[config.mk]
export PLATFORM = sky130hd
export DESIGN_NAME = tws_ctrl
export DESIGN_NICKNAME = d
export VERILOG_FILES = /design/src/tws_pkg.sv /design/src/tws_baud.sv /design/src/tws_busmon.sv /design/src/tws_ctrl.sv
export SDC_FILE = /design/constraint.sdc
export NUM_CORES = 1
export LEC_CHECK = 0
export ABC_CLOCK_PERIOD_IN_PS = 5100
export BUFFER_PORTS_ARGS = -buffer_cell sky130_fd_sc_hd__buf_2
export CAP_MARGIN = 20
export CORE_AREA = 2 2 128 130
export CTS_CLUSTER_SIZE = 8
export DETAILED_ROUTE_END_ITERATION = 16
export DIE_AREA = 0 0 130 132
export GPL_ROUTABILITY_DRIVEN = 0
export MAX_ROUTING_LAYER = met4
export SLEW_MARGIN = 5
export SYNTH_ARGS = -nofsm -noshare
export SYNTH_HDL_FRONTEND = slang
export SYNTH_SLANG_ARGS = --single-unit
[constraint.sdc]
create_clock -name pclk -period 5.1 [get_ports pclk]
set_input_delay 1.02 -clock pclk [delete_from_list [all_inputs] [get_ports pclk]]
set_output_delay 1.02 -clock pclk [all_outputs]
set_load 0.005 [all_outputs]
[src/tws_pkg.sv]
package tws_pkg;

	// ********************************
	// Register offsets (byte addresses)
	// ********************************
	localparam logic [7:0] OFS_STATUS = 8'h00;
	localparam logic [7:0] OFS_CTRL1  = 8'h04;
	localparam logic [7:0] OFS_CTRL2  = 8'h08;
	localparam logic [7:0] OFS_BUF    = 8'h0C;
	localparam logic [7:0] OFS_ADDR   = 8'h10;
	localparam logic [7:0] OFS_EVENT  = 8'h14;
	localparam logic [7:0] OFS_PINCFG = 8'h18;

	// ********************************
	// Field layouts
	// ********************************
	typedef struct packed {
		logic slew_limit_off;
		logic smbus_inputs;
		logic data_addr;
		logic stop_seen;
		logic start_seen;
		logic read_write;
		logic update_address_flag;
		logic buffer_full_flag;
	} tws_status_t;

	typedef struct packed {
		logic       write_collision_flag;
		logic       receive_overflow_flag;
		logic       port_enable;
		logic       clock_release;
		logic [3:0] mode_select_field;
	} tws_ctrl1_t;

	typedef struct packed {
		logic general_call_enable;
		logic ack_received_status;
		logic ack_data_value;
		logic ack_sequence_enable;
		logic master_receive_enable;
		logic stop_condition_enable;
		logic repeated_start_enable;
		logic start_or_stretch_enable;
	} tws_ctrl2_t;

	typedef struct packed {
		logic scl;
		logic sda;
	} tws_line_t;

	// ********************************
	// Reset values and codes
	// ********************************
	localparam tws_status_t STATUS_RST = 8'h00;
	localparam tws_ctrl1_t  CTRL1_RST  = 8'h00;
	localparam tws_ctrl2_t  CTRL2_RST  = 8'h00;
	localparam logic [1:0]  PINCFG_RST = 2'h3;
	localparam logic [7:0]  GENERAL_CALL = 8'h00;
	localparam logic [4:0]  EVENT_PAD    = 5'h00;

	localparam logic [3:0] MODE_SLV7     = 4'h6;
	localparam logic [3:0] MODE_SLV10    = 4'h7;
	localparam logic [3:0] MODE_MASTER   = 4'h8;
	localparam logic [3:0] MODE_FW_MSTR  = 4'hB;
	localparam logic [3:0] MODE_SLV7_SP  = 4'hE;
	localparam logic [3:0] MODE_SLV10_SP = 4'hF;

	localparam logic [3:0] TX_LAST_BIT  = 4'h8;
	localparam logic [3:0] RX_LAST_BIT  = 4'h7;
	localparam logic [3:0] SLV_ACK_BIT  = 4'h8;
	localparam logic [3:0] SLV_LAST_BIT = 4'h7;

	typedef enum logic [6:0] {
		M_IDLE   = 7'h01,
		M_START  = 7'h02,
		M_RSTART = 7'h04,
		M_STOP   = 7'h08,
		M_TX     = 7'h10,
		M_RX     = 7'h20,
		M_ACK    = 7'h40
	} tws_mst_t;

endpackage : tws_pkg

[src/tws_baud.sv]
`timescale 1ns/10ps
module tws_baud #(
	parameter int W = 8
) (
	input  wire logic         pclk,    // System clock.
	input  wire logic         presetn, // Asynchronous reset, active low.
	input  wire logic         run,     // Count while high.
	input  wire logic [W-1:0] reload,  // Quarter period minus one.
	output logic              tick     // One-cycle quarter-period pulse.
);
	typedef struct packed {
		logic [W-1:0] cnt;
	} tws_baud_st_t;

	tws_baud_st_t q;
	tws_baud_st_t n;

	assign tick = run && (q.cnt == reload);

	always_comb begin
		n = q;
		if (!run || tick) begin
			n.cnt = '0;
		end else begin
			n.cnt = q.cnt + W'(1);
		end
	end

	always_ff @(posedge pclk or negedge presetn) begin
		if (!presetn) begin
			q <= '0;
		end else begin
			q <= n;
		end
	end
endmodule : tws_baud

[src/tws_busmon.sv]
`timescale 1ns/10ps
module tws_busmon (
	input  wire logic                pclk,    // System clock.
	input  wire logic                presetn, // Asynchronous reset, active low.
	input  wire tws_pkg::tws_line_t  line,    // Bus levels.
	output logic                     rise,    // Clock rose.
	output logic                     fall,    // Clock fell.
	output logic                     start,   // Start condition seen.
	output logic                     stop     // Stop condition seen.
);
	typedef struct packed {
		tws_pkg::tws_line_t prev;
	} tws_mon_st_t;

	tws_mon_st_t q;
	tws_mon_st_t n;

	assign rise  = !q.prev.scl && line.scl;
	assign fall  = q.prev.scl && !line.scl;
	assign start = q.prev.scl && line.scl && q.prev.sda && !line.sda;
	assign stop  = q.prev.scl && line.scl && !q.prev.sda && line.sda;

	always_comb begin
		n = q;
		n.prev = line;
	end

	// Idle bus is high, so reset to high avoids a false edge at release.
	always_ff @(posedge pclk or negedge presetn) begin
		if (!presetn) begin
			q <= 2'h3;
		end else begin
			q <= n;
		end
	end
endmodule : tws_busmon

[src/tws_ctrl.sv]
// How it works
// - Slave data/address flag tracks last byte kind.
// - Start and stop flags show latest condition.
// - Reset or disable clears start/stop flags.
// - Slave captures read/write of matched address.
// - Master read/write bit shows transmit in progress.
// - Ten-bit slave raises update-address flag.
// - Buffer-full flag tracks held data byte.
// - Sticky write collision on illegal buffer write.
// - Sticky overflow when data byte arrives buffer full.
// - Enable bit hands pins to the port.
// - Slave holds clock low until released.
// - Four-bit mode field selects master or slave.
// - Master clock is pclk over four times reload-plus-one.
// - General call recognised only when enabled.
// - Master transmit records slave acknowledge.
// - Acknowledge sequence sends chosen bit, self-clears.
// - Receive enable clocks in one byte.
// - Start, repeated start, stop generated, self-clear.
// - Slave stretch enable shares start bit.
// - Busy master refuses enables and buffer writes.
// - Enabled pins are open-drain, externally pulled up.
// - Address register is reload or own address.
//
// Design decisions made here: the register offsets and the APB interface to the registers.
`timescale 1ns/10ps
module tws_ctrl #(
	parameter int AW = 8
) (
	input  wire logic               pclk,     // System clock.
	input  wire logic               presetn,  // Asynchronous reset, active low.
	input  wire logic               psel,     // APB select.
	input  wire logic               penable,  // APB access phase.
	input  wire logic               pwrite,   // APB write.
	input  wire logic [AW-1:0]      paddr,    // APB byte address.
	input  wire logic [31:0]        pwdata,   // APB write data.
	output logic [31:0]             prdata,   // APB read data.
	output logic                    pready,   // APB ready.
	output logic                    pslverr,  // APB error on unmapped address.
	input  wire tws_pkg::tws_line_t pin_in,   // Levels on the bus wires.
	output tws_pkg::tws_line_t      pin_out,  // Output value, always low.
	output tws_pkg::tws_line_t      pin_oe_n, // Low while pulling a wire low.
	output logic                    pins_owned // Port owns the pins.
);
	// ********************************
	// State
	// ********************************
	typedef struct packed {
		tws_pkg::tws_status_t stat;
		tws_pkg::tws_ctrl1_t  c1;
		tws_pkg::tws_ctrl2_t  c2;
		logic [7:0]           dbuf;
		logic [7:0]           sr;
		logic [7:0]           addr;
		logic                 evt;
		logic [1:0]           pincfg;
		tws_pkg::tws_mst_t    mst;
		logic [1:0]           ph;
		logic [3:0]           bitn;
		logic                 owned;
		logic                 m_scl;
		logic                 m_sda;
		logic                 s_act;
		logic                 s_tx;
		logic                 s_addr;
		logic                 s_hi;
		logic                 s_sda;
		logic [3:0]           s_bit;
		logic [31:0]          rdata;
	} tws_ctrl_st_t;

	localparam tws_ctrl_st_t ST_RST = '{
		stat:   tws_pkg::STATUS_RST,
		c1:     tws_pkg::CTRL1_RST,
		c2:     tws_pkg::CTRL2_RST,
		pincfg: tws_pkg::PINCFG_RST,
		mst:    tws_pkg::M_IDLE,
		m_scl:  1'b1,
		m_sda:  1'b1,
		s_sda:  1'b1,
		default: '0
	};

	tws_ctrl_st_t q;
	tws_ctrl_st_t n;

	logic        tick;
	logic        rise;
	logic        fall;
	logic        start;
	logic        stop;
	logic        is_mst;
	logic        is_slv;
	logic        ten;
	logic        enables;
	logic        m_idle;
	logic        s_hold;
	logic        drv_scl;
	logic        drv_sda;
	logic        mapped;
	logic        wr;
	logic        rd;
	logic        gc;
	logic        hit;
	logic [7:0]  a;
	tws_pkg::tws_status_t stat_view;

	// ********************************
	// Helpers
	// ********************************
	tws_baud #(.W(8)) u_baud (
		.pclk    (pclk),
		.presetn (presetn),
		.run     (is_mst && (q.mst != tws_pkg::M_IDLE)),
		.reload  (q.addr),
		.tick    (tick)
	);

	tws_busmon u_mon (
		.pclk    (pclk),
		.presetn (presetn),
		.line    (pin_in),
		.rise    (rise),
		.fall    (fall),
		.start   (start),
		.stop    (stop)
	);

	// ********************************
	// Decode
	// ********************************
	assign a      = paddr[7:0];
	assign is_mst = q.c1.port_enable && (q.c1.mode_select_field == tws_pkg::MODE_MASTER ||
		q.c1.mode_select_field == tws_pkg::MODE_FW_MSTR);
	assign is_slv = q.c1.port_enable && (q.c1.mode_select_field == tws_pkg::MODE_SLV7 ||
		q.c1.mode_select_field == tws_pkg::MODE_SLV10 ||
		q.c1.mode_select_field == tws_pkg::MODE_SLV7_SP ||
		q.c1.mode_select_field == tws_pkg::MODE_SLV10_SP);
	assign ten     = q.c1.mode_select_field[0];
	assign enables = q.c2.ack_sequence_enable | q.c2.master_receive_enable |
		q.c2.stop_condition_enable | q.c2.repeated_start_enable | q.c2.start_or_stretch_enable;
	assign m_idle  = (q.mst == tws_pkg::M_IDLE) && !enables;
	assign gc      = q.c2.general_call_enable && (q.sr == tws_pkg::GENERAL_CALL);
	assign hit     = gc || ((q.sr != tws_pkg::GENERAL_CALL) &&
		(q.s_hi ? (q.sr == q.addr) : (q.sr[7:1] == q.addr[7:1])));
	assign mapped  = (a == tws_pkg::OFS_STATUS) || (a == tws_pkg::OFS_CTRL1) ||
		(a == tws_pkg::OFS_CTRL2) || (a == tws_pkg::OFS_BUF) || (a == tws_pkg::OFS_ADDR) ||
		(a == tws_pkg::OFS_EVENT) || (a == tws_pkg::OFS_PINCFG);
	assign wr      = psel && penable && pwrite && mapped;
	assign rd      = psel && penable && !pwrite && mapped;

	// Stretch only at a byte boundary, so an idle low release bit never blocks addressing.
	assign s_hold  = is_slv && q.s_act && !q.s_addr && !q.c1.clock_release &&
		(q.s_bit == 4'h0);
	assign drv_scl = (is_mst && !q.m_scl) || s_hold;
	assign drv_sda = (is_mst && !q.m_sda) || (is_slv && !q.s_sda);

	always_comb begin
		stat_view = q.stat;
		if (is_mst) begin
			stat_view.read_write = (q.mst == tws_pkg::M_TX);
		end
	end

	// ********************************
	// Outputs
	// ********************************
	assign prdata         = q.rdata;
	assign pready         = psel && penable;
	assign pslverr        = psel && penable && !mapped;
	assign pins_owned     = q.c1.port_enable;
	assign pin_out        = '0;
	assign pin_oe_n.scl   = !(q.c1.port_enable && q.pincfg[1] && drv_scl);
	assign pin_oe_n.sda   = !(q.c1.port_enable && q.pincfg[0] && drv_sda);

	// ********************************
	// Next state
	// ********************************
	always_comb begin
		n = q;

		// Read data is captured in the setup cycle so it comes out of a flip-flop.
		if (psel && !penable) begin
			case (a)
				tws_pkg::OFS_STATUS: n.rdata = {24'h000000, stat_view};
				tws_pkg::OFS_CTRL1:  n.rdata = {24'h000000, q.c1};
				tws_pkg::OFS_CTRL2:  n.rdata = {24'h000000, q.c2};
				tws_pkg::OFS_BUF:    n.rdata = {24'h000000, q.dbuf};
				tws_pkg::OFS_ADDR:   n.rdata = {24'h000000, q.addr};
				tws_pkg::OFS_EVENT:  n.rdata = {25'h0000000, tws_pkg::EVENT_PAD,
					(stat_view.read_write & is_mst) | enables, q.evt};
				tws_pkg::OFS_PINCFG: n.rdata = {30'h00000000, q.pincfg};
				default:             n.rdata = 32'h00000000;
			endcase
		end

		// Software side; hardware events below override, so a set wins over a clear.
		if (rd && (a == tws_pkg::OFS_BUF) && (q.mst != tws_pkg::M_TX) && !q.s_tx) begin
			n.stat.buffer_full_flag = 1'b0;
		end
		if (wr) begin
			case (a)
				tws_pkg::OFS_STATUS: begin
					n.stat.slew_limit_off = pwdata[7];
					n.stat.smbus_inputs   = pwdata[6];
				end
				tws_pkg::OFS_CTRL1: n.c1 = pwdata[7:0];
				tws_pkg::OFS_CTRL2: begin
					n.c2.general_call_enable = pwdata[7];
					n.c2.ack_data_value      = pwdata[5];
					if (!is_mst) begin
						n.c2.start_or_stretch_enable = pwdata[0];
					end else if (m_idle) begin
						n.c2.ack_sequence_enable     = pwdata[4];
						n.c2.master_receive_enable   = pwdata[3];
						n.c2.stop_condition_enable   = pwdata[2];
						n.c2.repeated_start_enable   = pwdata[1];
						n.c2.start_or_stretch_enable = pwdata[0];
					end
				end
				tws_pkg::OFS_BUF: begin
					if (is_mst) begin
						if (m_idle && q.owned) begin
							n.dbuf = pwdata[7:0];
							n.sr   = pwdata[7:0];
							n.stat.buffer_full_flag = 1'b1;
							n.mst  = tws_pkg::M_TX;
							n.ph   = 2'h0;
							n.bitn = 4'h0;
						end else begin
							n.c1.write_collision_flag = 1'b1;
						end
					end else if (is_slv && q.s_tx && (q.s_bit != 4'h0)) begin
						n.c1.write_collision_flag = 1'b1;
					end else begin
						n.dbuf = pwdata[7:0];
						if (q.s_tx) begin
							n.stat.buffer_full_flag = 1'b1;
							n.s_sda = pwdata[7];
							n.sr    = {pwdata[6:0], 1'b0};
						end
					end
				end
				tws_pkg::OFS_ADDR: begin
					n.addr = pwdata[7:0];
					n.stat.update_address_flag = 1'b0;
				end
				tws_pkg::OFS_EVENT: begin
					if (pwdata[0]) begin
						n.evt = 1'b0;
					end
				end
				tws_pkg::OFS_PINCFG: n.pincfg = pwdata[1:0];
				default: ;
			endcase
		end

		// ********************************
		// Master sequencer
		// ********************************
		if (is_mst && (q.mst == tws_pkg::M_IDLE)) begin
			n.ph   = 2'h0;
			n.bitn = 4'h0;
			if (q.c2.start_or_stretch_enable) begin
				n.mst = tws_pkg::M_START;
			end else if (q.c2.repeated_start_enable) begin
				n.mst = tws_pkg::M_RSTART;
			end else if (q.c2.stop_condition_enable) begin
				n.mst = tws_pkg::M_STOP;
			end else if (q.c2.master_receive_enable) begin
				n.mst = tws_pkg::M_RX;
			end else if (q.c2.ack_sequence_enable) begin
				n.mst = tws_pkg::M_ACK;
			end
		end
		// A slave holding the clock low freezes the high quarter until it lets go.
		if (is_mst && tick && (q.mst != tws_pkg::M_IDLE) && !((q.ph == 2'h2) && !pin_in.scl)) begin
			n.ph = q.ph + 2'h1;
			case (q.mst)
				tws_pkg::M_START: begin
					case (q.ph)
						2'h0: begin
							n.m_scl = 1'b1;
							n.m_sda = 1'b1;
						end
						2'h1: n.m_sda = 1'b0;
						2'h2: n.m_scl = 1'b0;
						default: begin
							n.mst   = tws_pkg::M_IDLE;
							n.owned = 1'b1;
							n.evt   = 1'b1;
							n.c2.start_or_stretch_enable = 1'b0;
						end
					endcase
				end
				tws_pkg::M_RSTART: begin
					case (q.ph)
						2'h0: begin
							n.m_scl = 1'b0;
							n.m_sda = 1'b1;
						end
						2'h1: n.m_scl = 1'b1;
						2'h2: n.m_sda = 1'b0;
						default: begin
							n.m_scl = 1'b0;
							n.mst   = tws_pkg::M_IDLE;
							n.evt   = 1'b1;
							n.c2.repeated_start_enable = 1'b0;
						end
					endcase
				end
				tws_pkg::M_STOP: begin
					case (q.ph)
						2'h0: begin
							n.m_scl = 1'b0;
							n.m_sda = 1'b0;
						end
						2'h1: n.m_scl = 1'b1;
						2'h2: n.m_sda = 1'b1;
						default: begin
							n.mst   = tws_pkg::M_IDLE;
							n.owned = 1'b0;
							n.evt   = 1'b1;
							n.c2.stop_condition_enable = 1'b0;
						end
					endcase
				end
				default: begin
					case (q.ph)
						2'h0: begin
							n.m_scl = 1'b0;
							if (q.mst == tws_pkg::M_TX) begin
								n.m_sda = (q.bitn == tws_pkg::TX_LAST_BIT) ? 1'b1 : q.sr[7];
							end else if (q.mst == tws_pkg::M_ACK) begin
								n.m_sda = q.c2.ack_data_value;
							end else begin
								n.m_sda = 1'b1;
							end
						end
						2'h1: n.m_scl = 1'b1;
						2'h2: begin
							if (q.mst == tws_pkg::M_TX && q.bitn == tws_pkg::TX_LAST_BIT) begin
								n.c2.ack_received_status = pin_in.sda;
							end else if (q.mst == tws_pkg::M_RX) begin
								n.sr = {q.sr[6:0], pin_in.sda};
							end
						end
						default: begin
							n.m_scl = 1'b0;
							n.bitn  = q.bitn + 4'h1;
							if (q.mst == tws_pkg::M_TX) begin
								n.sr = {q.sr[6:0], 1'b0};
								if (q.bitn == tws_pkg::TX_LAST_BIT) begin
									n.mst = tws_pkg::M_IDLE;
									n.evt = 1'b1;
									n.stat.buffer_full_flag = 1'b0;
								end
							end else if (q.mst == tws_pkg::M_RX) begin
								if (q.bitn == tws_pkg::RX_LAST_BIT) begin
									n.mst   = tws_pkg::M_IDLE;
									n.m_sda = 1'b1;
									n.evt   = 1'b1;
									n.c2.master_receive_enable = 1'b0;
									if (q.stat.buffer_full_flag) begin
										n.c1.receive_overflow_flag = 1'b1;
									end else begin
										n.dbuf = q.sr;
										n.stat.buffer_full_flag = 1'b1;
									end
								end
							end else begin
								n.mst   = tws_pkg::M_IDLE;
								n.m_sda = 1'b1;
								n.evt   = 1'b1;
								n.c2.ack_sequence_enable = 1'b0;
							end
						end
					endcase
				end
			endcase
		end

		// ********************************
		// Slave
		// ********************************
		if (is_slv) begin
			if (start) begin
				n.s_act  = 1'b1;
				n.s_tx   = 1'b0;
				n.s_addr = 1'b1;
				n.s_bit  = 4'h0;
				n.s_sda  = 1'b1;
				n.stat.read_write = 1'b0;
				n.evt    = q.evt | q.c1.mode_select_field[3];
			end else if (stop) begin
				n.s_act  = 1'b0;
				n.s_tx   = 1'b0;
				n.s_hi   = 1'b0;
				n.s_sda  = 1'b1;
				n.stat.read_write = 1'b0;
				n.evt    = q.evt | q.c1.mode_select_field[3];
			end else if (q.s_act && rise) begin
				if (!q.s_tx && q.s_bit < tws_pkg::SLV_ACK_BIT) begin
					n.sr = {q.sr[6:0], pin_in.sda};
				end else if (q.s_tx && q.s_bit == tws_pkg::SLV_ACK_BIT && pin_in.sda) begin
					n.s_act = 1'b0;
					n.s_tx  = 1'b0;
					n.stat.read_write = 1'b0;
				end
			end else if (q.s_act && fall) begin
				n.s_bit = q.s_bit + 4'h1;
				if (q.s_bit == tws_pkg::SLV_LAST_BIT) begin
					if (q.s_tx) begin
						n.s_sda = 1'b1;
						n.stat.buffer_full_flag = 1'b0;
						n.stat.data_addr = 1'b1;
					end else if (q.s_addr) begin
						if (hit) begin
							n.stat.data_addr = 1'b0;
							n.evt = 1'b1;
							n.stat.update_address_flag = ten && !gc;
							if (!(q.stat.buffer_full_flag || q.c1.receive_overflow_flag)) begin
								n.dbuf  = q.sr;
								n.stat.buffer_full_flag = 1'b1;
								n.s_sda = 1'b0;
							end
							if (!q.s_hi) begin
								n.stat.read_write = q.sr[0];
							end
							if (ten && !q.s_hi && !q.sr[0] && !gc) begin
								n.s_hi = 1'b1;
							end else begin
								n.s_hi   = 1'b0;
								n.s_addr = 1'b0;
							end
							if (q.sr[0] && !gc && !q.s_hi) begin
								n.s_tx = 1'b1;
								n.c1.clock_release = 1'b0;
							end
						end else begin
							n.s_act = 1'b0;
						end
					end else begin
						n.stat.data_addr = 1'b1;
						n.evt = 1'b1;
						if (q.stat.buffer_full_flag || q.c1.receive_overflow_flag) begin
							n.c1.receive_overflow_flag = q.c1.receive_overflow_flag |
								q.stat.buffer_full_flag;
						end else begin
							n.dbuf  = q.sr;
							n.stat.buffer_full_flag = 1'b1;
							n.s_sda = 1'b0;
						end
						if (q.c2.start_or_stretch_enable) begin
							n.c1.clock_release = 1'b0;
						end
					end
				end else if (q.s_bit == tws_pkg::SLV_ACK_BIT) begin
					n.s_sda = 1'b1;
					n.s_bit = 4'h0;
					if (q.s_tx) begin
						n.c1.clock_release = 1'b0;
						n.evt = 1'b1;
					end
				end else if (q.s_tx) begin
					n.s_sda = q.sr[7];
					n.sr    = {q.sr[6:0], 1'b0};
				end
			end
		end

		// ********************************
		// Bus conditions and disable
		// ********************************
		if (start) begin
			n.stat.start_seen = 1'b1;
			n.stat.stop_seen  = 1'b0;
		end else if (stop) begin
			n.stat.stop_seen  = 1'b1;
			n.stat.start_seen = 1'b0;
		end
		if (!n.c1.port_enable) begin
			n.stat.start_seen = 1'b0;
			n.stat.stop_seen  = 1'b0;
			n.mst   = tws_pkg::M_IDLE;
			n.owned = 1'b0;
			n.m_scl = 1'b1;
			n.m_sda = 1'b1;
			n.s_act = 1'b0;
			n.s_tx  = 1'b0;
			n.s_sda = 1'b1;
		end
	end

	always_ff @(posedge pclk or negedge presetn) begin
		if (!presetn) begin
			q <= ST_RST;
		end else begin
			q <= n;
		end
	end
endmodule : tws_ctrl

Word level (Yosys, flattened, before mapping)
Cells that the tools add are included.
{"block": "op_classes", "n_lt_le_gt_ge": 1, "mux": 222, "reduce_logical": 133, "bitwise_logic": 12, "addsub": 4, "eq_ne": 64}
{"operator": "$mux 8", "count": 22}
{"operator": "$mux 16", "count": 10}
{"operator": "$mux 1", "count": 116}
{"operator": "$mux 7", "count": 15}
{"operator": "$pmux 8 s7", "count": 1}
{"operator": "$logic_and 1x1->1", "count": 55}
{"operator": "$mux 13", "count": 4}
{"operator": "$mux 4", "count": 12}
{"operator": "$mux 45", "count": 1}
{"operator": "$mux 2", "count": 19}
{"operator": "$eq 4x4->1 const B", "count": 6}
{"operator": "$eq 8x5->1 const B", "count": 3}
{"operator": "$ne 4x4->1 const B", "count": 6}
{"operator": "$logic_not 1->1", "count": 21}
{"operator": "$mux 21", "count": 1}
{"operator": "$mux 5", "count": 4}
{"operator": "$reduce_and 4->1", "count": 5}
{"operator": "$reduce_bool 4->1", "count": 5}
{"operator": "$mux 9", "count": 2}
{"operator": "$eq 4x3->1 const B", "count": 4}
{"operator": "$eq 8x4->1 const B", "count": 2}
{"operator": "$eq 8x8->1", "count": 2}
{"operator": "$logic_not 8->1", "count": 2}
{"operator": "$pmux 1 s2", "count": 8}
{"operator": "52 further kinds", "count": 110}
{"block": "word_totals", "elab_cells": 478, "output_inout_bits": 39, "in_bits": 47, "regBits": 118}

Logic depth before layout (Yosys ltp)
Gate-level depths: netlist of run 1.
{"block": "logic_depth", "ltp_word": 34, "ltp_mapped": 9, "mapped_depth_nobuf": 8}

By module
A second synthesis of run 1 with hierarchy kept.
{"block": "hier_totals", "hier_cells": 772, "area_unflattened_um2": 6746.5}
{"module": "tws_ctrl", "cells_each": 720, "seq_area_each_um2": 2109.5, "area_each_um2": 6160.9, "n_inst": 1}
{"module": "tws_baud", "cells_each": 46, "seq_area_each_um2": 200.2, "area_each_um2": 500.5, "n_inst": 1}
{"module": "tws_busmon", "cells_each": 6, "seq_area_each_um2": 52.6, "area_each_um2": 85.1, "n_inst": 1}

Worst setup path before layout of run 1
Ideal clock, no wire load.
{"block": "synth_timing", "path_kind": "in2reg", "from": "input port paddr[0]", "to": "register q[54] in the netlist's numbering", "path_buffers": 1, "setup_slack_ps": 1759, "stages": 8, "required_time_ps": 4943, "setup_time_ps": 157, "t_arrival_ps": 3184, "cell_sequence": "or4_4 or2_1 buf_6 nor4b_4 mux2i_1 clkinv_2 nand2_2 a221oi_1"}
{"element": "start, declared", "line": "tws_ctrl.sv:35", "text": "input wire logic [AW-1:0] paddr,"}
{"element": "end signal, assigned", "line": "tws_ctrl.sv:499", "text": "q <= n;"}
{"element": "end, declared", "line": "tws_ctrl.sv:84", "text": "tws_ctrl_st_t q;"}

Worst setup path after layout of run 1
{"block": "layout_timing", "from": "input port paddr[0]", "to": "output port pslverr"}
{"block": "layout_via", "elab_chain_cells": 9, "elab_cells_between_ends": 15, "cone_classes": "6 x eq/ne; 9 x reduce/logical"}
{"element": "$eq 8x3->1 / $logic_not 8->1 (equally long branches)", "line": "tws_ctrl.sv:146", "text": "assign mapped = (a == tws_pkg::OFS_STATUS) || (a == tws_pkg::OFS_CTRL1) ||"}
{"element": "$logic_or 1x1->1 (2 in a row)", "line": "tws_ctrl.sv:146"}
{"element": "$logic_or 1x1->1 (3 in a row)", "line": "tws_ctrl.sv:147", "text": "(a == tws_pkg::OFS_CTRL2) || (a == tws_pkg::OFS_BUF) || (a == tws_pkg::OFS_ADDR) ||"}
{"element": "$logic_or 1x1->1 *", "line": "tws_ctrl.sv:148", "text": "(a == tws_pkg::OFS_EVENT) || (a == tws_pkg::OFS_PINCFG);"}
{"element": "$logic_not 1->1 *", "line": "tws_ctrl.sv:170", "text": "assign pslverr = psel && penable && !mapped;"}
{"element": "$logic_and 1x1->1 *", "line": "tws_ctrl.sv:170"}
{"element": "end, declared", "line": "tws_ctrl.sv:39", "text": "output logic pslverr,"}
Mark *: on every way between the ends. The rest lies on a longest branch, timed or not.

==> results.ini, run 1 <==
[status]
outcome = complete, no violations

[sta]
timing_hold_violations_final = 0
max-slew-margin-rel_pct = 31.9
finalSetupViolCount = 0
final.period_utilization_pct = 66.4
min_period_ns = 3.38
worst_slew_pin_slew_ns = 1.01
clock-skew-final_ns = 0.0119
slew_viol_final = 0
grt_setup_unrepaired = false
tns_ns = 0
max_freq_mhz = 295

[placed_design]
dp_cells = 918
hpwlAfterDp_mm = 14.1
numPortBuffers = 35
placed_area_mm2 = 0.00647

[final_layout]
mostFrequentLayoutCells = dfrtp_1, nor2_1, nand2_1, o21ai_0, nand3_1
utilization_pct = 43.3
nets = 769
fin_area_mm2 = 0.00680
drive_gt1_share_pct = 14.8
fin_cells = 934
n_fill_cell = 1515
area_delta_synth_final_pct = 8.92
layout.cells.most_common = dfrtp_1
antenna_cells = 0

[synth]
synth_top_family_by_area = simple AND/OR/NAND/NOR gates
synth_area_per_cell_um2 = 8.99
synth_ff_type = dfrtp_1
ys_seq_area_share_pct = 37.8
synthAdderAreaFrac_pct = 1.80
synthMuxAreaShare_pct = 9.50
synthXorXnorAreaFrac_pct = 3.51
synth_compound_area_share_pct = 18.1
netlist_instances = 695
synth_area_leader_cell = dfrtp_1
ys.warnings.count = 0
synth_seq_cells = 94
yosysUniqueCellTypes = 80
synth_area_mm2 = 0.00624
synth-simple-area-share_pct = 22.1
synth_top_area_share_pct = 34.5
synth_edf_count = 0
synth_area_leaders = dfrtp_1, mux2_2, o21ai_0, buf_4, nand3_1
synth-async-reset-ratio_pct = 100

[critical_path]
required_ns = 4.08
path_max_fanout = 6
regToRegEndpoint = q[70]
crit_arrival_ns = 2.36
setup.worst_path.class = input pin to output port
cp-end-kind = output port
r2r_slack_ns = 1.86
reg2regPathDepth = 8
setup.worst_path.start_class = input pin
rr_startpoint = q[48]

[clock_tree]
cts_setup_buffers = 0
clk_path_buf_depth = 2
cts_sinks = 94
h-tree-depth = 3
cts_made_buffers = 9
clk_pin_slew_ns = 0.07
clkLatencyLatePin_ns = 0.36
holdBufCountCts = 0
cts_resized = 0
cts-root-buf = clkbuf_16
cts_tree = done

[floorplan]
io_pins = 86
fp-row-count = 46
die_y_um = 132
die_w_um = 130
die_area_mm2 = 0.0172
start_util_pct = 39.7
core_area_mm2 = 0.0157

[min_path]
worst_hold_path.num_cells = 2
hold_class = flip-flop to flip-flop
worstHoldEndpoint = prdata[0]
hold_start = prdata[0]

[power]
vdd_drop_max_v = 0.000143
leakagePower_nw = 2.90
power.density_mw_per_mm2 = 237

[grt]
grtUsageMet3_pct = 3.49
grt_pass1_vias = 5383
busiest_layer = met2
met1_usage_pct = 31.0
grt_util_met2_pct = 34.4
grt_overflow_total = 0
antenna_found_initial = 0
grt_pass1_wl_mm = 30.1
grt_max_degree = 61
grt_use_total_pct = 23.3

[detailed_routing]
via_count = 5717
ant_nets = 0
post_drt_wl_per_cell_um = 20.4
drtIter0Drc = 664
vias_per_cell = 6.12
drt_pre_antenna_iters = 5
drcViolationCount = 0
drt-total-wl_mm = 19.1

[run]
cap_viol_max_count = 0

[power breakdown]
| group | internal (mW) | switching [mW] |
|---|---|---|
| sequential | 0.752 | 0.00929 |
| clock | 0.447 | 0.308 |
| combinational | 0.0269 | 0.0686 |
| total | 1.23 | 0.386 |
[state kept, by name, indices dropped and copies added, names as in the netlist]
| name | flops |
|---|---|
| pins_owned | 1 |
| prdata | 8 |
| q | 75 |
| u_baud.q | 8 |
| u_mon.q | 2 |
[critical path, stage by stage]
cell and delay [ns]:
buf_2 0.10, or4_4 0.55, or2_1 0.34, a31oi_1 0.18, nor2_1 0.05, buf_2 0.12
[per-stage QoR]
step / hold WS, ns / worst slack [ns] / power (mW)
6_report: 0.466 / 1.72 / 1.61
5_1_grt: 0.506 / 1.64 / 1.67
4_1_cts: 0.467 / 1.72 / 1.62
3_5_place_dp: 0.451 / 1.41 / 0.869
3_3_place_gp: 0.454 / 1.43 / 0.867
2_1_floorplan: 0.440 / 1.76 / 0.833
[synthesized netlist by cell type (5+ instances only)]
master    number
a21oi_1       24
a22o_1         7
a31oi_1       13
and3_1         7
buf_4         34
clkbuf_1      19
dfrtp_1       86
dfstp_2        8
ha_1           9
inv_1         21
mux2_1         5
mux2_2        25
mux2i_1       21
nand2_1       51
nand2b_1       5
nand3_1       47
nand3b_1       9
nand4_1        8
nor2_1        62
nor2b_1       12
nor3_1        12
nor3b_1        6
nor4_1        10
o211ai_1      11
o21ai_0       51
o22a_1         6
o22ai_1        7
o31ai_1        9
or3_1          7
xnor2_1       18
xor2_1         7
[how the worst max path moves through the flow]
stage | start | end | slack [ns]
global route | q[48] | q[70] | 1.64
floorplan | paddr[0] | q[54] | 1.76
finish | paddr[0] | pslverr | 1.72
detailed placement | paddr[0] | q[80] | 1.41
global placement | paddr[0] | q[80] | 1.43
CTS | paddr[0] | pslverr | 1.72
[layout make-up]
| class | count | area (µm²) | share of cell area, % |
|---|---|---|---|
| Timing Repair Buffer | 41 | 223 | 3.27 |
| Tap cell | 216 | 270 | 3.97 |
| Multi-Input combinational cell | 545 | 3530 | 51.9 |
| Sequential cell | 94 | 2360 | 34.7 |
| Clock inverter | 6 | 92.6 | 1.36 |
| Clock buffer | 10 | 239 | 3.51 |
| Inverter | 22 | 83.8 | 1.23 |
[cell families after synthesis]
group / Yosys count
other cells: 1
simple gates: 263
fa+ha+maj: 9
compound gates: 169
xor+xnor: 25
flops: 94
buf+inv: 81
mux: 53
[per-layer routing]
| layer | up-vias | part of all wire, % | wire [µm] |
|---|---|---|---|
| li1 | 2542 | - | - |
| met1 | 2802 | 42 | 8040 |
| met2 | 310 | 46 | 8810 |
| met3 | 63 | 7.2 | 1380 |
| met4 | 0 | 4.5 | 862 |
| met5 | - | 0 | 0 |
No activity file was read; power rests on OpenSTA's default activity.
==> run 2: changes to the inputs <==
--- a/config.mk
+++ b/config.mk
@@ -5,7 +5,7 @@
 export SDC_FILE = /design/constraint.sdc
 export NUM_CORES = 1
 export LEC_CHECK = 0
-export ABC_CLOCK_PERIOD_IN_PS = 5100
+export ABC_CLOCK_PERIOD_IN_PS = 3400
 export BUFFER_PORTS_ARGS = -buffer_cell sky130_fd_sc_hd__buf_2
 export CAP_MARGIN = 20
 export CORE_AREA = 2 2 128 130
==> constraint.sdc (replaced) <==
create_clock -name pclk -period 3.4 [get_ports pclk]
set_input_delay 0.68 -clock pclk [delete_from_list [all_inputs] [get_ports pclk]]
set_output_delay 0.68 -clock pclk [all_outputs]
set_load 0.005 [all_outputs]
==> results.ini, run 2 (synthesized netlist as in run 1, its figures left out) <==
[status]
outcome = complete, no violations

[sta]
timing_hold_violations_final = 0  ; unchanged
max_freq_mhz = 351
clock-skew-final_ns = 0.0111  ; -0.000839 ns
tns_ns = 0  ; unchanged
min_period_ns = 2.85
final.period_utilization_pct = 83.8
max-slew-margin-rel_pct = 45.7  ; +14 points
slew_viol_final = 0  ; unchanged
worst_slew_pin_slew_ns = 0.808  ; -0.205 ns
finalSetupViolCount = 0  ; unchanged
grt_setup_unrepaired = false

[clock_tree]
clkLatencyLatePin_ns = 0.36  ; about the same
cts_made_buffers = 9  ; unchanged
cts_tree = done
clk_path_buf_depth = 2  ; unchanged
clk_pin_slew_ns = 0.07  ; about the same
h-tree-depth = 3  ; unchanged
cts_resized = 0  ; unchanged
cts_setup_buffers = 0  ; unchanged
holdBufCountCts = 0  ; unchanged
cts_sinks = 94  ; unchanged
cts-root-buf = clkbuf_16

[power]
leakagePower_nw = 2.96  ; +2.2%
vdd_drop_max_v = 0.000233  ; +62%
power.density_mw_per_mm2 = 331  ; +40%

[final_layout]
largest_reg_flops = 75  ; unchanged
max_flop_register = q
layout.cells.most_common = dfrtp_1
nets = 787  ; +2.3%
antenna_cells = 0  ; unchanged
fin_area_mm2 = 0.00689  ; +1.3%
mostFrequentLayoutCells = dfrtp_1, nor2_1, nand2_1, o21ai_0, nand3_1
n_fill_cell = 1585  ; +4.6%
drive_gt1_share_pct = 16.8  ; +2.1 points
area_delta_synth_final_pct = 10.3

[detailed_routing]
post_drt_wl_per_cell_um = 20.1  ; -1.8%
vias_per_cell = 5.94  ; -3.0%
drt-total-wl_mm = 19.1  ; +0.11%
via_count = 5654  ; -1.1%
drtIter0Drc = 645  ; -2.9%
drt_pre_antenna_iters = 7  ; +2
ant_nets = 0  ; unchanged
drcViolationCount = 0  ; unchanged

[floorplan]
fp-row-count = 46  ; unchanged
io_pins = 86  ; unchanged
core_area_mm2 = 0.0157  ; unchanged
die_w_um = 130  ; unchanged
start_util_pct = 39.7  ; unchanged
die_area_mm2 = 0.0172  ; unchanged
die_y_um = 132  ; unchanged

[critical_path]
cp_cell_sequence = inv_1 > ha_1 > nor2b_1 > nor3_1 > or4b_1 > nor4_1 > buf_4 > a2bb2oi_2 > mux2_2
crit_slowest_cell = or4b_1
setup.worst_path.start_class = flip-flop
cp-end-kind = flip-flop
crit_arrival_ns = 3.09  ; +0.73 ns
max_stage_delay_ns = 0.64  ; +0.09 ns
path_max_fanout = 8  ; +2
required_ns = 3.64  ; -0.44 ns
setup.worst_path.class = flip-flop to flip-flop
r2r_slack_ns = 0.55  ; -1.31 ns

[grt]
grt_use_total_pct = 23.5  ; +0.19 points
grt_pass1_vias = 5468  ; +1.6%
antenna_found_initial = 0  ; unchanged
grt_overflow_total = 0  ; unchanged
grt_max_degree = 44  ; -28%
grt_pass1_wl_mm = 30.2  ; +0.18%

[placed_design]
numPortBuffers = 35  ; unchanged
hpwlAfterDp_mm = 14.5  ; +2.8%
placed_area_mm2 = 0.00661  ; +2.1%

[run]
cap_viol_max_count = 0  ; unchanged

[min_path]
hold_class = input pin to asynchronous set/reset pin

-- run 2: changes by cell type in the layout (fill, tap and decap cells not counted) --
| cell | before | now |
|---|---|---|
| buf_4 | 7 | 25 |
| bufinv_16 | 2 | 0 |
| clkbuf_8 | 1 | 0 |
| clkinv_4 | 0 | 2 |
| clkinvlp_4 | 2 | 3 |
-- run 2: through the flow --
step | total power, mW | setup WS, ns | instances | util [%] | hold WS, ns
after floorplan | 1.25 | 0.399 | 720 | - | 0.384
after global routing | 2.35 | 0.404 | 952 | 43.8 | 0.353
final | 2.28 | 0.552 | 952 | 43.8 | 0.311
after global placement | 1.31 | 0.254 | 936 | 42.0 | 0.455
after CTS | 2.29 | 0.545 | 952 | 43.8 | 0.329
after detailed placement | 1.31 | 0.215 | 936 | 42.0 | 0.462
-- run 2: final cells by class --
| type | count | area [µm²] | share of cell area [%] |
|---|---|---|---|
| inverter | 22 | 83.8 | 1.22 |
| clock inverter | 7 | 57.6 | 0.836 |
| tap | 216 | 270 | 3.92 |
| multi-input combinational | 545 | 3530 | 51.3 |
| sequential | 94 | 2360 | 34.3 |
| timing repair buffer | 59 | 358 | 5.20 |
| clock buffer | 9 | 225 | 3.27 |
-- run 2: per-layer routing --
| layer | global-route usage, % | vias up | wire [µm] |
|---|---|---|---|
| met1 | 31.0 | 2757 | 8090 |
| li1 | - | 2570 | - |
| met2 | 36.2 | 281 | 8910 |
| met4 | 9.02 | 0 | 580 |
| met5 | - | - | 0 |
| met3 | 3.77 | 46 | 1530 |
-- run 2: final timing paths --
| check | cells past startpoint | startpoint | endpoint |
|---|---|---|---|
| setup / recovery | 9 | q[48] | q[77] |
| hold / removal | 1 | presetn | q[35] |
| setup reg to reg | 9 | q[48] | q[77] |
| hold reg to reg | 2 | prdata[0] | prdata[0] |
| max in group asynchronous | 2 | presetn | q[58] |
| min in group pclk | 2 | prdata[0] | prdata[0] |
-- run 2: report_power, final --
part           switching (mW)  internal [mW]
logic                   0.106         0.0468
clock network           0.480          0.504
registers              0.0134           1.13
total                   0.600           1.68
-- run 2: critical path, delay by kind of cell (launching register included) --
family                   cells  cell delay, ns
multiplexers                 1            0.30
AND/OR/NAND/NOR              4            1.38
AO/OA/AOI/OAI                1            0.15
buffers and inverters        2            0.27
adder cells (fa/ha/maj)      1            0.20
flip-flops                   1            0.42
==> run 3: changes to the inputs <==
--- a/config.mk
+++ b/config.mk
@@ -5,7 +5,7 @@
 export SDC_FILE = /design/constraint.sdc
 export NUM_CORES = 1
 export LEC_CHECK = 0
-export ABC_CLOCK_PERIOD_IN_PS = 3400
+export ABC_CLOCK_PERIOD_IN_PS = 2650
 export BUFFER_PORTS_ARGS = -buffer_cell sky130_fd_sc_hd__buf_2
 export CAP_MARGIN = 20
 export CORE_AREA = 2 2 128 130
==> constraint.sdc (replaced) <==
create_clock -name pclk -period 2.65 [get_ports pclk]
set_input_delay 0.53 -clock pclk [delete_from_list [all_inputs] [get_ports pclk]]
set_output_delay 0.53 -clock pclk [all_outputs]
set_load 0.005 [all_outputs]
==> results.ini, run 3 (synthesized netlist as in run 1, its figures left out) <==
[status]
outcome = complete, no violations

[sta]
clock-skew-final_ns = 0.0138  ; +0.00276 ns
max-slew-margin-rel_pct = 44.4  ; -1.3 points
timing_hold_violations_final = 0  ; unchanged
max_freq_mhz = 387
min_period_ns = 2.58
final.period_utilization_pct = 97.5
finalSetupViolCount = 0  ; unchanged
slew_viol_final = 0  ; unchanged
grt_setup_unrepaired = false
worst_slew_pin_slew_ns = 0.829  ; +0.0206 ns

[clock_tree]
cts_sinks = 94  ; unchanged
cts_made_buffers = 9  ; unchanged
clk_pin_slew_ns = 0.07  ; about the same
cts-root-buf = clkbuf_16
h-tree-depth = 3  ; unchanged
cts_setup_buffers = 0  ; unchanged
cts_tree = done
clkLatencyLatePin_ns = 0.37  ; about the same
clk_path_buf_depth = 2  ; unchanged

[critical_path]
cp_cell_sequence = buf_2 > or4_4 > buf_4 > or2_1 > buf_4 > a31oi_2 > nor2_1 > buf_2
setup.worst_path.start_class = input pin
max_stage_delay_ns = 0.53  ; -0.11 ns
crit_family = simple AND/OR/NAND/NOR gates
path_max_fanout = 5  ; -3
crit_slowest_cell = or4_4
crit_buf_inv = 4  ; +2
required_ns = 2.12  ; -1.52 ns
cp-end-kind = output port
crit_arrival_ns = 2.05  ; -1.04 ns
setup.worst_path.class = input pin to output port

[placed_design]
numPortBuffers = 35  ; unchanged
hpwlAfterDp_mm = 15.2  ; +5.0%

[final_layout]
regArea_mm2 = 0.00236  ; unchanged
largest_reg_flops = 75  ; unchanged
utilization_pct = 46.9  ; +3.1 points
nets = 841  ; +6.9%
multi_input_area_mm2 = 0.00359  ; +1.6%
layout.cells.most_common = dfrtp_1
max_flop_register = q
area_delta_synth_final_pct = 18.0
drive_gt1_share_pct = 23.5  ; +6.7 points
n_fill_cell = 1533  ; -3.3%
mostFrequentLayoutCells = dfrtp_1, buf_4, nor2_1
antenna_cells = 0  ; unchanged

[detailed_routing]
post_drt_wl_per_cell_um = 19.9  ; -0.87%
drtIter0Drc = 722  ; +12%
drt_pre_antenna_iters = 5  ; -2
via_count = 5825  ; +3.0%
drcViolationCount = 0  ; unchanged
drt-total-wl_mm = 20.0  ; +4.8%
ant_nets = 0  ; unchanged
vias_per_cell = 5.79  ; -2.5%

[floorplan]
die_w_um = 130  ; unchanged
die_area_mm2 = 0.0172  ; unchanged
start_util_pct = 39.7  ; unchanged
core_area_mm2 = 0.0157  ; unchanged
die_y_um = 132  ; unchanged
io_pins = 86  ; unchanged
fp-row-count = 46  ; unchanged

[power]
vdd_drop_max_v = 0.000310  ; +33%
leakagePower_nw = 3.25  ; +9.8%
total_power_mw = 2.97  ; +31%
power.density_mw_per_mm2 = 404  ; +22%

[grt]
grt_overflow_total = 0  ; unchanged
grt_max_degree = 53  ; +20%
grt_use_total_pct = 24.8  ; +1.3 points
antenna_found_initial = 0  ; unchanged
grt_pass1_wl_mm = 31.8  ; +5.4%
grt_pass1_vias = 5732  ; +4.8%

[run]
cap_viol_max_count = 0  ; unchanged

[min_path]
hold_class = input pin to asynchronous set/reset pin

run 3: cell types whose count changed in the layout (fill, tap and decap cells not counted), moves of 2 or more:
cell     delta
nand2_4     +2
buf_4      +53
nor4_1      -2
inv_8       +2
nand2_2     -2
nor4_2      +2
run 3: through the flow:
step | hold WS, ns | cell area, µm² | setup slack [ns] | setup TNS, ns | cells
final | 0.176 | 7370 | 0.0671 | 0 | 1006
after global routing | 0.220 | 7370 | 0.00319 | 0 | 1006
after CTS | 0.198 | 7330 | 0.0499 | 0 | 1006
after detailed placement | 0.467 | 7040 | -0.147 | -0.811 | 990
after global placement | 0.456 | 7040 | -0.105 | -0.801 | 990
after floorplan | 0.234 | 6350 | -0.0815 | -0.796 | 720
run 3: metal layers:
metal	wire length, µm	track usage, %	up-vias
met3	1380	3.73	49
li1	-	-	2685
met4	612	8.18	0
met2	9280	38.3	309
met5	0	-	-
met1	8750	33.4	2782
run 3: timing repair:
item,4_1_cts,5_1_grt
hold buffers,0,0
resized for setup,1,7
pin swaps,0,1
endpoints found under the setup margin,1,9
run 3: cell type report:
cell class	instances	area share (%)
Clock buffer	9	3.06
Clock inverter	7	0.866
Inverter	22	1.14
Multi-Input combinational cell	545	48.7
Sequential cell	94	32.1
Tap cell	216	3.67
Timing Repair Buffer	113	10.5
run 3: path summary, 6_finish.rpt:
kind                               to  depth (start not counted)  slack (ns)  startpoint
setup / recovery              pslverr                          8        0.07    paddr[0]
hold / removal                  q[43]                          1        0.18     presetn
setup reg to reg                q[77]                          7        0.08       q[66]
hold reg to reg             prdata[3]                          2        0.48   prdata[3]
max in group asynchronous       q[36]                          2        1.75     presetn
min in group pclk          u_mon.q[0]                          1        0.33   pin_in[0]
run 3: power by group:
group          leakage (nW)  internal [mW]  switching, mW
Sequential             1.27           1.45         0.0118
Clock                 0.136          0.658          0.636
Combinational          1.85         0.0732          0.147
